$ cat src/shared/clk_ctrl_pkg.sv
package clk_ctrl_pkg;
	// Register byte offsets on the bus
	localparam logic [3:0] CLOCK_CTRL_OFS  = 4'h0;
	localparam logic [3:0] RANGE_TRIM_OFS  = 4'h4;
	localparam logic [3:0] FINE_TRIM_OFS   = 4'h8;
	localparam logic [3:0] STATUS_OFS      = 4'hc;
	// Clock control field positions
	localparam int CPU_SEL_BIT    = 7;
	localparam int EXT_AVAIL_BIT  = 6;
	localparam int EXT_EN_BIT     = 5;
	localparam int BIAS_KEEP_BIT  = 4;
	localparam int XTAL_COLD_BIT  = 3;
	localparam int RC_COLD_BIT    = 2;
	localparam int XTAL_EN_BIT    = 1;
	localparam int RC_EN_BIT      = 0;
	// Trim field positions
	localparam int RANGE_BIT      = 4;
	localparam int RESV_TRIM_BIT  = 5;
	localparam int COARSE_MSB     = 3;
	localparam int FINE_MSB       = 5;
	// Reset values
	localparam logic [7:0] CLOCK_CTRL_RST = 8'h1d;
	localparam logic [5:0] RANGE_TRIM_RST = 6'h00;
	localparam logic [5:0] FINE_TRIM_RST  = 6'h20;
	// Start-up counts
	localparam int XTAL_MASK_CYCLES = 32768;
	localparam int EXT_DETECT_PULSES = 4;
	// Interrupt and event bit positions
	localparam int HIGH_IRQ_FAST_BIT = 6;
	localparam int EVENT_FAST_BIT    = 5;
	localparam int MID_IRQ_SLOW_BIT  = 3;
	localparam int EVENT_SLOW_BIT    = 1;
endpackage : clk_ctrl_pkg

$ cat src/logic/edge_counter.sv
`timescale 1ns/100ps
// Counts rising edges of a synchronous sample until a target is reached
module edge_counter #(
	parameter int TARGET = 4,
	parameter int W      = 16
) (
	input  wire logic clk_i,
	input  wire logic rst_i,
	input  wire logic clear_i,
	input  wire logic run_i,
	input  wire logic sample_i,
	output logic      done_o
);
	typedef struct packed {
		logic [W-1:0] cnt;
		logic         last;
		logic         done;
	} st_t;
	st_t s_q;
	st_t s_d;

	// Edge detect and saturating count
	always_comb begin
		s_d = s_q;
		s_d.last = sample_i;
		if (clear_i || !run_i) begin
			s_d.cnt = '0;
			s_d.done = 1'b0;
		end else if (sample_i && !s_q.last && !s_q.done) begin
			if (s_q.cnt == W'(TARGET - 1)) begin
				s_d.done = 1'b1;
			end
			s_d.cnt = s_q.cnt + W'(1);
		end
	end

	always_ff @(posedge clk_i) begin
		if (rst_i) begin
			s_q <= '0;
		end else begin
			s_q <= s_d;
		end
	end

	assign done_o = s_q.done;
endmodule : edge_counter

$ cat src/logic/rc_xtal_oscillator_control.sv
// Added by the designer: the register addresses and the Wishbone register port.
`timescale 1ns/100ps
// Overview of operation
// - Reset and leaving sleep enable the RC oscillator and select it for CPU.
// - RC may stop only after crystal start or external select.
// - Clearing RC enable stops RC and its clock; sleep enables it again.
// - Bias-keep holds RC bias active while RC is disabled.
// - Range bit 4 of first trim: 0 low range, 1 tenfold frequency.
// - Coarse trim bits 3:0 scale frequency by value plus one; cold reset zero.
// - Each fine trim increment raises RC frequency by a fixed step.
// - First 32768 crystal cycles are masked from clock propagation.
// - Power-on and sleep clear crystal enable and set crystal cold.
// - Crystal cold clears once 32768 crystal cycles follow enable.
// - Clearing crystal enable or entering sleep stops the crystal.
// - Crystal enable set ignored while external detected or enabled.
// - The 128 Hz tick raises high irq bit 6 and event bit 5.
// - The 1 Hz tick raises mid irq bit 3 and event bit 1.
// - CPU select 0 is RC, 1 crystal or external; sleep clears it.
// - External clock reported available after four input pulses.
module rc_xtal_oscillator_control
	import clk_ctrl_pkg::*;
#(
	parameter int XTAL_MASK = XTAL_MASK_CYCLES
) (
	input  wire logic        clk_i,
	input  wire logic        rst_i,
	input  wire logic        sleep_reset_i,
	input  wire logic        xtal_clk_sample_i,
	input  wire logic        ext_clk_sample_i,
	input  wire logic        tick_128_hertz_i,
	input  wire logic        tick_one_hertz_i,
	input  wire logic        wb_cyc_i,
	input  wire logic        wb_stb_i,
	input  wire logic        wb_we_i,
	input  wire logic [3:0]  wb_adr_i,
	input  wire logic [3:0]  wb_sel_i,
	input  wire logic [31:0] wb_dat_i,
	output logic [31:0]      wb_dat_o,
	output logic             wb_ack_o,
	output logic             rc_osc_enable_o,
	output logic             rc_clock_gate_o,
	output logic             rc_bias_keep_o,
	output logic             rc_range_select_o,
	output logic [3:0]       rc_coarse_trim_o,
	output logic [5:0]       rc_fine_trim_code_o,
	output logic             crystal_enable_o,
	output logic             crystal_clock_gate_o,
	output logic             cpu_clock_select_o,
	output logic             external_clock_enable_o,
	output logic [7:0]       high_priority_irq_flags_o,
	output logic [7:0]       mid_priority_irq_flags_o,
	output logic [7:0]       event_flags_o
);
	typedef struct packed {
		logic        cpu_sel;
		logic        ext_en;
		logic        bias_keep;
		logic        xtal_cold;
		logic        xtal_en;
		logic        xgate;
		logic        rc_en;
		logic [5:0]  range_trim;
		logic [5:0]  fine_trim;
		logic [15:0] xtal_cnt;
		logic        xtal_last;
		logic        fast_last;
		logic        slow_last;
		logic [7:0]  hi_irq;
		logic [7:0]  mid_irq;
		logic [7:0]  evn;
		logic        ack;
		logic [31:0] rdata;
	} state_t;

	state_t s_q;
	state_t s_d;
	logic   ext_avail;
	logic   wr_req;
	logic   rd_req;
	logic   xtal_edge;
	logic   mask_done;
	logic   xtal_blocked;
	logic [7:0] ctrl_view;

	// External clock detector on the clock input
	// four pulse detect
	edge_counter #(
		.TARGET (EXT_DETECT_PULSES),
		.W      (4)
	) ext_detect (
		.clk_i    (clk_i),
		.rst_i    (rst_i),
		.clear_i  (sleep_reset_i),
		.run_i    (s_q.ext_en),
		.sample_i (ext_clk_sample_i),
		.done_o   (ext_avail)
	);

	// Bus decode, single cycle answer
	assign wr_req = wb_cyc_i && wb_stb_i && !s_q.ack && wb_we_i && wb_sel_i[0];
	assign rd_req = wb_cyc_i && wb_stb_i && !s_q.ack && !wb_we_i;
	assign xtal_edge = xtal_clk_sample_i && !s_q.xtal_last;
	assign mask_done = (s_q.xtal_cnt == 16'(XTAL_MASK - 1)) && xtal_edge;
	assign xtal_blocked = ext_avail || s_q.ext_en;

	// Readback view of clock control
	always_comb begin
		ctrl_view = 8'h00;
		ctrl_view[CPU_SEL_BIT]   = s_q.cpu_sel;
		ctrl_view[EXT_AVAIL_BIT] = ext_avail;
		ctrl_view[EXT_EN_BIT]    = s_q.ext_en;
		ctrl_view[BIAS_KEEP_BIT] = s_q.bias_keep;
		ctrl_view[XTAL_COLD_BIT] = s_q.xtal_cold;
		ctrl_view[RC_COLD_BIT]   = 1'b0;
		ctrl_view[XTAL_EN_BIT]   = s_q.xtal_en;
		ctrl_view[RC_EN_BIT]     = s_q.rc_en;
	end

	// Next state of all control
	always_comb begin
		s_d = s_q;
		s_d.ack = rd_req || (wb_cyc_i && wb_stb_i && !s_q.ack && wb_we_i);
		s_d.xtal_last = xtal_clk_sample_i;
		s_d.fast_last = tick_128_hertz_i;
		s_d.slow_last = tick_one_hertz_i;
		// Interrupt flags are one-cycle pulses
		s_d.hi_irq = 8'h00;
		s_d.mid_irq = 8'h00;
		s_d.evn = 8'h00;
		if (tick_128_hertz_i && !s_q.fast_last) begin
			s_d.hi_irq[HIGH_IRQ_FAST_BIT] = 1'b1;
			s_d.evn[EVENT_FAST_BIT] = 1'b1;
		end
		if (tick_one_hertz_i && !s_q.slow_last) begin
			s_d.mid_irq[MID_IRQ_SLOW_BIT] = 1'b1;
			s_d.evn[EVENT_SLOW_BIT] = 1'b1;
		end
		if (s_q.xtal_en && s_q.xtal_cold && xtal_edge) begin
			s_d.xtal_cnt = s_q.xtal_cnt + 16'h0001;
		end
		if (s_q.xtal_en && s_q.xtal_cold && mask_done) begin
			s_d.xtal_cold = 1'b0;
		end
		// Register writes
		if (wr_req) begin
			case (wb_adr_i)
				CLOCK_CTRL_OFS: begin
					s_d.cpu_sel = wb_dat_i[CPU_SEL_BIT];
					s_d.ext_en = wb_dat_i[EXT_EN_BIT];
					s_d.bias_keep = wb_dat_i[BIAS_KEEP_BIT];
					if (wb_dat_i[RC_EN_BIT] || s_q.xtal_en || s_q.ext_en) begin
						s_d.rc_en = wb_dat_i[RC_EN_BIT];
					end
					if (!wb_dat_i[XTAL_EN_BIT]) begin
						s_d.xtal_en = 1'b0;
						s_d.xtal_cold = 1'b1;
						s_d.xtal_cnt = 16'h0000;
					end else if (!xtal_blocked && !s_q.xtal_en) begin
						s_d.xtal_en = 1'b1;
						s_d.xtal_cold = 1'b1;
						s_d.xtal_cnt = 16'h0000;
					end
				end
				RANGE_TRIM_OFS: s_d.range_trim = wb_dat_i[5:0];
				FINE_TRIM_OFS: s_d.fine_trim = wb_dat_i[FINE_MSB:0];
				default: ;
			endcase
		end
		// Read data, unmapped reads zero
		s_d.rdata = 32'h0000_0000;
		if (rd_req) begin
			case (wb_adr_i)
				CLOCK_CTRL_OFS: s_d.rdata = {24'h000000, ctrl_view};
				RANGE_TRIM_OFS: s_d.rdata = {26'h0000000, s_q.range_trim};
				FINE_TRIM_OFS:  s_d.rdata = {26'h0000000, s_q.fine_trim};
				STATUS_OFS:     s_d.rdata = {30'h00000000, ext_avail, s_q.xtal_cold};
				default:        s_d.rdata = 32'h0000_0000;
			endcase
		end
		if (sleep_reset_i) begin
			s_d.cpu_sel = 1'b0;
			s_d.rc_en = 1'b1;
			s_d.xtal_en = 1'b0;
			s_d.xtal_cold = 1'b1;
			s_d.xtal_cnt = 16'h0000;
		end
		// crystal clock released only once warm
		s_d.xgate = s_d.xtal_en && !s_d.xtal_cold;
	end

	// State register, cold reset loads documented values
	// fine trim reset value
	always_ff @(posedge clk_i) begin
		if (rst_i) begin
			s_q <= '0;
			s_q.cpu_sel <= CLOCK_CTRL_RST[CPU_SEL_BIT];
			s_q.bias_keep <= CLOCK_CTRL_RST[BIAS_KEEP_BIT];
			s_q.xtal_cold <= CLOCK_CTRL_RST[XTAL_COLD_BIT];
			s_q.rc_en <= CLOCK_CTRL_RST[RC_EN_BIT];
			s_q.range_trim <= RANGE_TRIM_RST;
			s_q.fine_trim <= FINE_TRIM_RST;
		end else begin
			s_q <= s_d;
		end
	end

	// Outputs straight from state
	assign wb_ack_o = s_q.ack;
	assign wb_dat_o = s_q.rdata;
	assign rc_osc_enable_o = s_q.rc_en;
	assign rc_clock_gate_o = s_q.rc_en;
	assign rc_bias_keep_o = s_q.bias_keep;
	assign rc_range_select_o = s_q.range_trim[RANGE_BIT];
	assign rc_coarse_trim_o = s_q.range_trim[COARSE_MSB:0];
	assign rc_fine_trim_code_o = s_q.fine_trim;
	assign crystal_enable_o = s_q.xtal_en;
	assign crystal_clock_gate_o = s_q.xgate;
	assign cpu_clock_select_o = s_q.cpu_sel;
	assign external_clock_enable_o = s_q.ext_en;
	assign high_priority_irq_flags_o = s_q.hi_irq;
	assign mid_priority_irq_flags_o = s_q.mid_irq;
	assign event_flags_o = s_q.evn;
endmodule : rc_xtal_oscillator_control

$ cat config.mk
export PLATFORM = sky130hd
export DESIGN_NAME = rc_xtal_oscillator_control
export DESIGN_NICKNAME = d
export VERILOG_FILES = /design/src/shared/clk_ctrl_pkg.sv /design/src/logic/edge_counter.sv /design/src/logic/rc_xtal_oscillator_control.sv
export SDC_FILE = /design/constraint.sdc
export NUM_CORES = 1
export LEC_CHECK = 0
export ABC_CLOCK_PERIOD_IN_PS = 3100
export BUFFER_PORTS_ARGS = -buffer_cell sky130_fd_sc_hd__buf_2
export CAP_MARGIN = 20
export CORE_MARGIN = 10
export CORE_UTILIZATION = 51
export CTS_CLUSTER_SIZE = 10
export DETAILED_ROUTE_END_ITERATION = 10
export GPL_TIMING_DRIVEN = 0
export MAX_ROUTING_LAYER = met4
export PLACE_DENSITY = 0.83
export SLEW_MARGIN = 20
export SYNTH_ARGS = -nofsm -noshare
export SYNTH_HDL_FRONTEND = slang
export SYNTH_SLANG_ARGS = --single-unit
$ cat constraint.sdc
create_clock -name clk_i -period 3.1 [get_ports clk_i]
set_input_delay 0 -clock clk_i [delete_from_list [all_inputs] [get_ports clk_i]]
set_output_delay 0 -clock clk_i [all_outputs]
set_load 0.005 [all_outputs]
==> flow_summary.toml <==
[setup_path]
cpMaxStageDelayCell = "dlygate4sd3_1"
worstPathRequired_ns = 3.31
cp_data_arrival_time_ns = 2.25
start_kind = "input pin"
path_delay_family = "buffers and inverters"
worstReg2RegEnd = "s_q[71]"
r2r_start = "crystal_enable_o"
rrSetupSlack_ns = 1.11
path_cells = "dlygate4sd3_1 -> buf_6 -> or4_4 -> or3_1 -> buf_6 -> o21ai_4 -> buf_6 -> nor2_1"
crit_top_cell = "buf_6"
rr_worst_depth = 5
cp_max_fo = 10
crit_buf_inv = 4
cpPeakStageDelay_ns = 0.55
path_class = "in -> reg"
endpoint_kind = "flop"

[placement]
hpwl_um = 4802
place_congestion = 0.8179
dpl_cell_area_mm2 = 0.003274
port_buffers = 51

[clocking]
clock-sinks = 55
cts.repair.resized = 0
cts-root-buf = "clkbuf_8"
cts_tree = "built"
clockBufferDepth = 2
htree_levels = 2
clk_pin_slew_ns = 0.10
post_cts_buffers = 0
cts_made_buffers = 5
clock_insertion_delay_worst_skew_ns = 0.31

[sta]
period_minus_slack_ns = 2.036
hold_viol = 1
drv_slew = 0
setup_viol = 0
tightestPinTransition_ns = 0.6661
min_period_over_period = 0.6566
fin_skew_ns = 0.006977
rsz0062_at_grt = "no"
slew_headroom = 0.5526
holdWs_ns = -0.004598
max_freq_mhz = 491.3
finalSetupTns_ns = 0

[logic_synthesis]
synth.avg_cell_area_um2 = 9.082
ys_seq_area_frac = 0.3975
async_flop_share = 0
synth_area_mm2 = 0.002770
synth_edf_count = 0
yosysWarnings = 0
synthDistinctLibCells = 43
syn_inst = 305
ys_ff_latch = 55
ys.flop_type = "dfxtp_1"

[job]
maxCapViolations = 0

[floorplan]
die_area_mm2 = 0.008780
fp-row-count = 26
initial_core_util = 0.5356
num_io_pins = 125
core_mm2 = 0.005172
die_h_um = 93.70
fp.dieW_um = 93.70

[min_path]
hp-start = "wb_dat_i[7]"
hp-class = "in -> reg"
min_to = "cpu_clock_select_o"
holdPathStages = 3

[detailed_routing]
drtPass1Iterations = 4
dr_total_vias = 2243
ant_nets = 0
wl_per_cell_um = 12.85
drc = 0
vias_per_cell = 4.568
wl_um = 6307
drtIter0Drc = 137

[finish]
final_area_mm2 = 0.003508
final_nets = 472
final_util = 0.6783
nFillCells = 431
layout_common_cells = "buf_4 (67), dfxtp_1 (55), buf_2 (53), nor2_1 (45), conb_1 (44)"
syn2layout_area_growth_pct = 26.65
layout-drive-gt1-share = 0.3230
final_common_cell = "buf_4"
antennaDiodeCount = 0

[outcome]
status = "finished with violations"
violations = "negative hold slack"

[global_route]
grt_overflow_total = 0
grt_pass1_vias = 2141
grt_pass1_wl_um = 10320
antenna_found_initial = 0
grt.total_usage = 0.1465
grt_max_degree = 19

[power_and_ir_drop]
power_uw = 1255
peakVddDrop_v = 0.0002199
combPwrFrac = 0.112
p_sw_uw = 302.6
power.share.sequential = 0.569
power.internal_uw = 952.0
swShare = 0.2412
p_leak_uw = 0.001588
p_per_area_mw_per_mm2 = 357.6
power_frac_clock = 0.319
[flip-flops by register name, summed over array words and instances (netlist names), 4 cells and up]
register and flops:
ext_detect.s_q 5, wb_dat_o 8, s_q 20, rc_coarse_trim_o 4, rc_fine_trim_code_o 6
[through the flow]
step | std cells | setup WS, ns
after floorplan | 348 | 1.318
final | 491 | 1.064
after global routing | 491 | 0.9091
after CTS | 491 | 1.059
after detailed placement | 469 | 1.104
after global placement | 469 | 1.142
[final cells by class]
type                       count  area, um2  share of cell area
tap                           70      87.58             0.02496
inverter                       2      7.507            0.002140
buffer                        76      561.8              0.1601
multi-input combinational    215       1261              0.3595
clock buffer                   5      68.82             0.01961
sequential                    55       1101              0.3138
clock inverter                 3      25.02            0.007133
timing repair buffer          65      395.4              0.1127
[worst reg2reg max path: stages, from the launching register on]
cell,delay [ns]
dfxtp_1,0.48
nand4b_4,0.21
or4_1,0.55
clkbuf_1,0.18
or3_1,0.33
a21oi_1,0.17
[Yosys cell counts, types with 2 or more instances]
| library cell | n | area share |
|---|---|---|
| nand4_1 | 3 | 0.0068 |
| clkbuf_1 | 3 | 0.0041 |
| inv_1 | 2 | 0.0027 |
| buf_4 | 67 | 0.18 |
| dfxtp_1 | 55 | 0.40 |
| nor4_1 | 3 | 0.0068 |
| nand3b_1 | 2 | 0.0054 |
| nor3_1 | 6 | 0.011 |
| nor3b_1 | 2 | 0.0054 |
| nand2_1 | 13 | 0.018 |
| or4_1 | 2 | 0.0054 |
| xor2_1 | 4 | 0.013 |
| o22a_1 | 2 | 0.0063 |
| mux2i_1 | 21 | 0.076 |
| nor2_1 | 45 | 0.061 |
| o21ai_0 | 6 | 0.011 |
| or3_1 | 9 | 0.020 |
| nor2b_1 | 8 | 0.018 |
| a21oi_1 | 10 | 0.018 |
| ha_1 | 2 | 0.0090 |
| xnor2_1 | 9 | 0.028 |
| buf_6 | 3 | 0.012 |
| and2_1 | 2 | 0.0045 |
| nand3_1 | 6 | 0.011 |
| buf_2 | 2 | 0.0036 |
[layer usage]
layer / vias up / global-route usage / wire (um)
li1: 1153 / - / -
met1: 1016 / 0.1495 / 2355
met2: 68 / 0.2558 / 3293
met3: 6 / 0.04956 / 568
met4: 0 / 0.05190 / 89
met5: - / - / 0
[repair_timing]
item,4_1_cts,5_1_grt
hold buffers,14,0
hold endpoints to repair,22,0
endpoints found under the setup margin,0,0
[power by group through the flow]
stage               clock [uW]  combinational [uW]  sequential (uW)
detailed placement           0                 121              730
CTS                        413                 135              713
global route               447                 155              715
global placement             0                 120              730
finish                     401                 141              713
floorplan                    0                91.9              729
[logic make-up after synthesis]
family	synth area share
other	0.001354
DFF	0.3975
xor gates and xnor gates	0.04110
and+or+nand+nor	0.2123
adders and majority gates	0.009032
buffers and inverters	0.2055
muxes	0.07588
AOI/OAI and AO/OA	0.05737
[worst max-delay path by stage]
stage                           startpoint                    to  slack [ns]  cells past startpoint
after floorplan           crystal_enable_o               s_q[71]        1.32                      5
after global placement    crystal_enable_o  crystal_clock_gate_o        1.14                      4
after global routing      crystal_enable_o  crystal_clock_gate_o        0.91                      4
after CTS                      wb_adr_i[3]               s_q[65]        1.06                      8
after detailed placement  crystal_enable_o  crystal_clock_gate_o        1.10                      4
final                          wb_adr_i[3]               s_q[65]        1.06                      8
(Power assumes the default switching activity.)
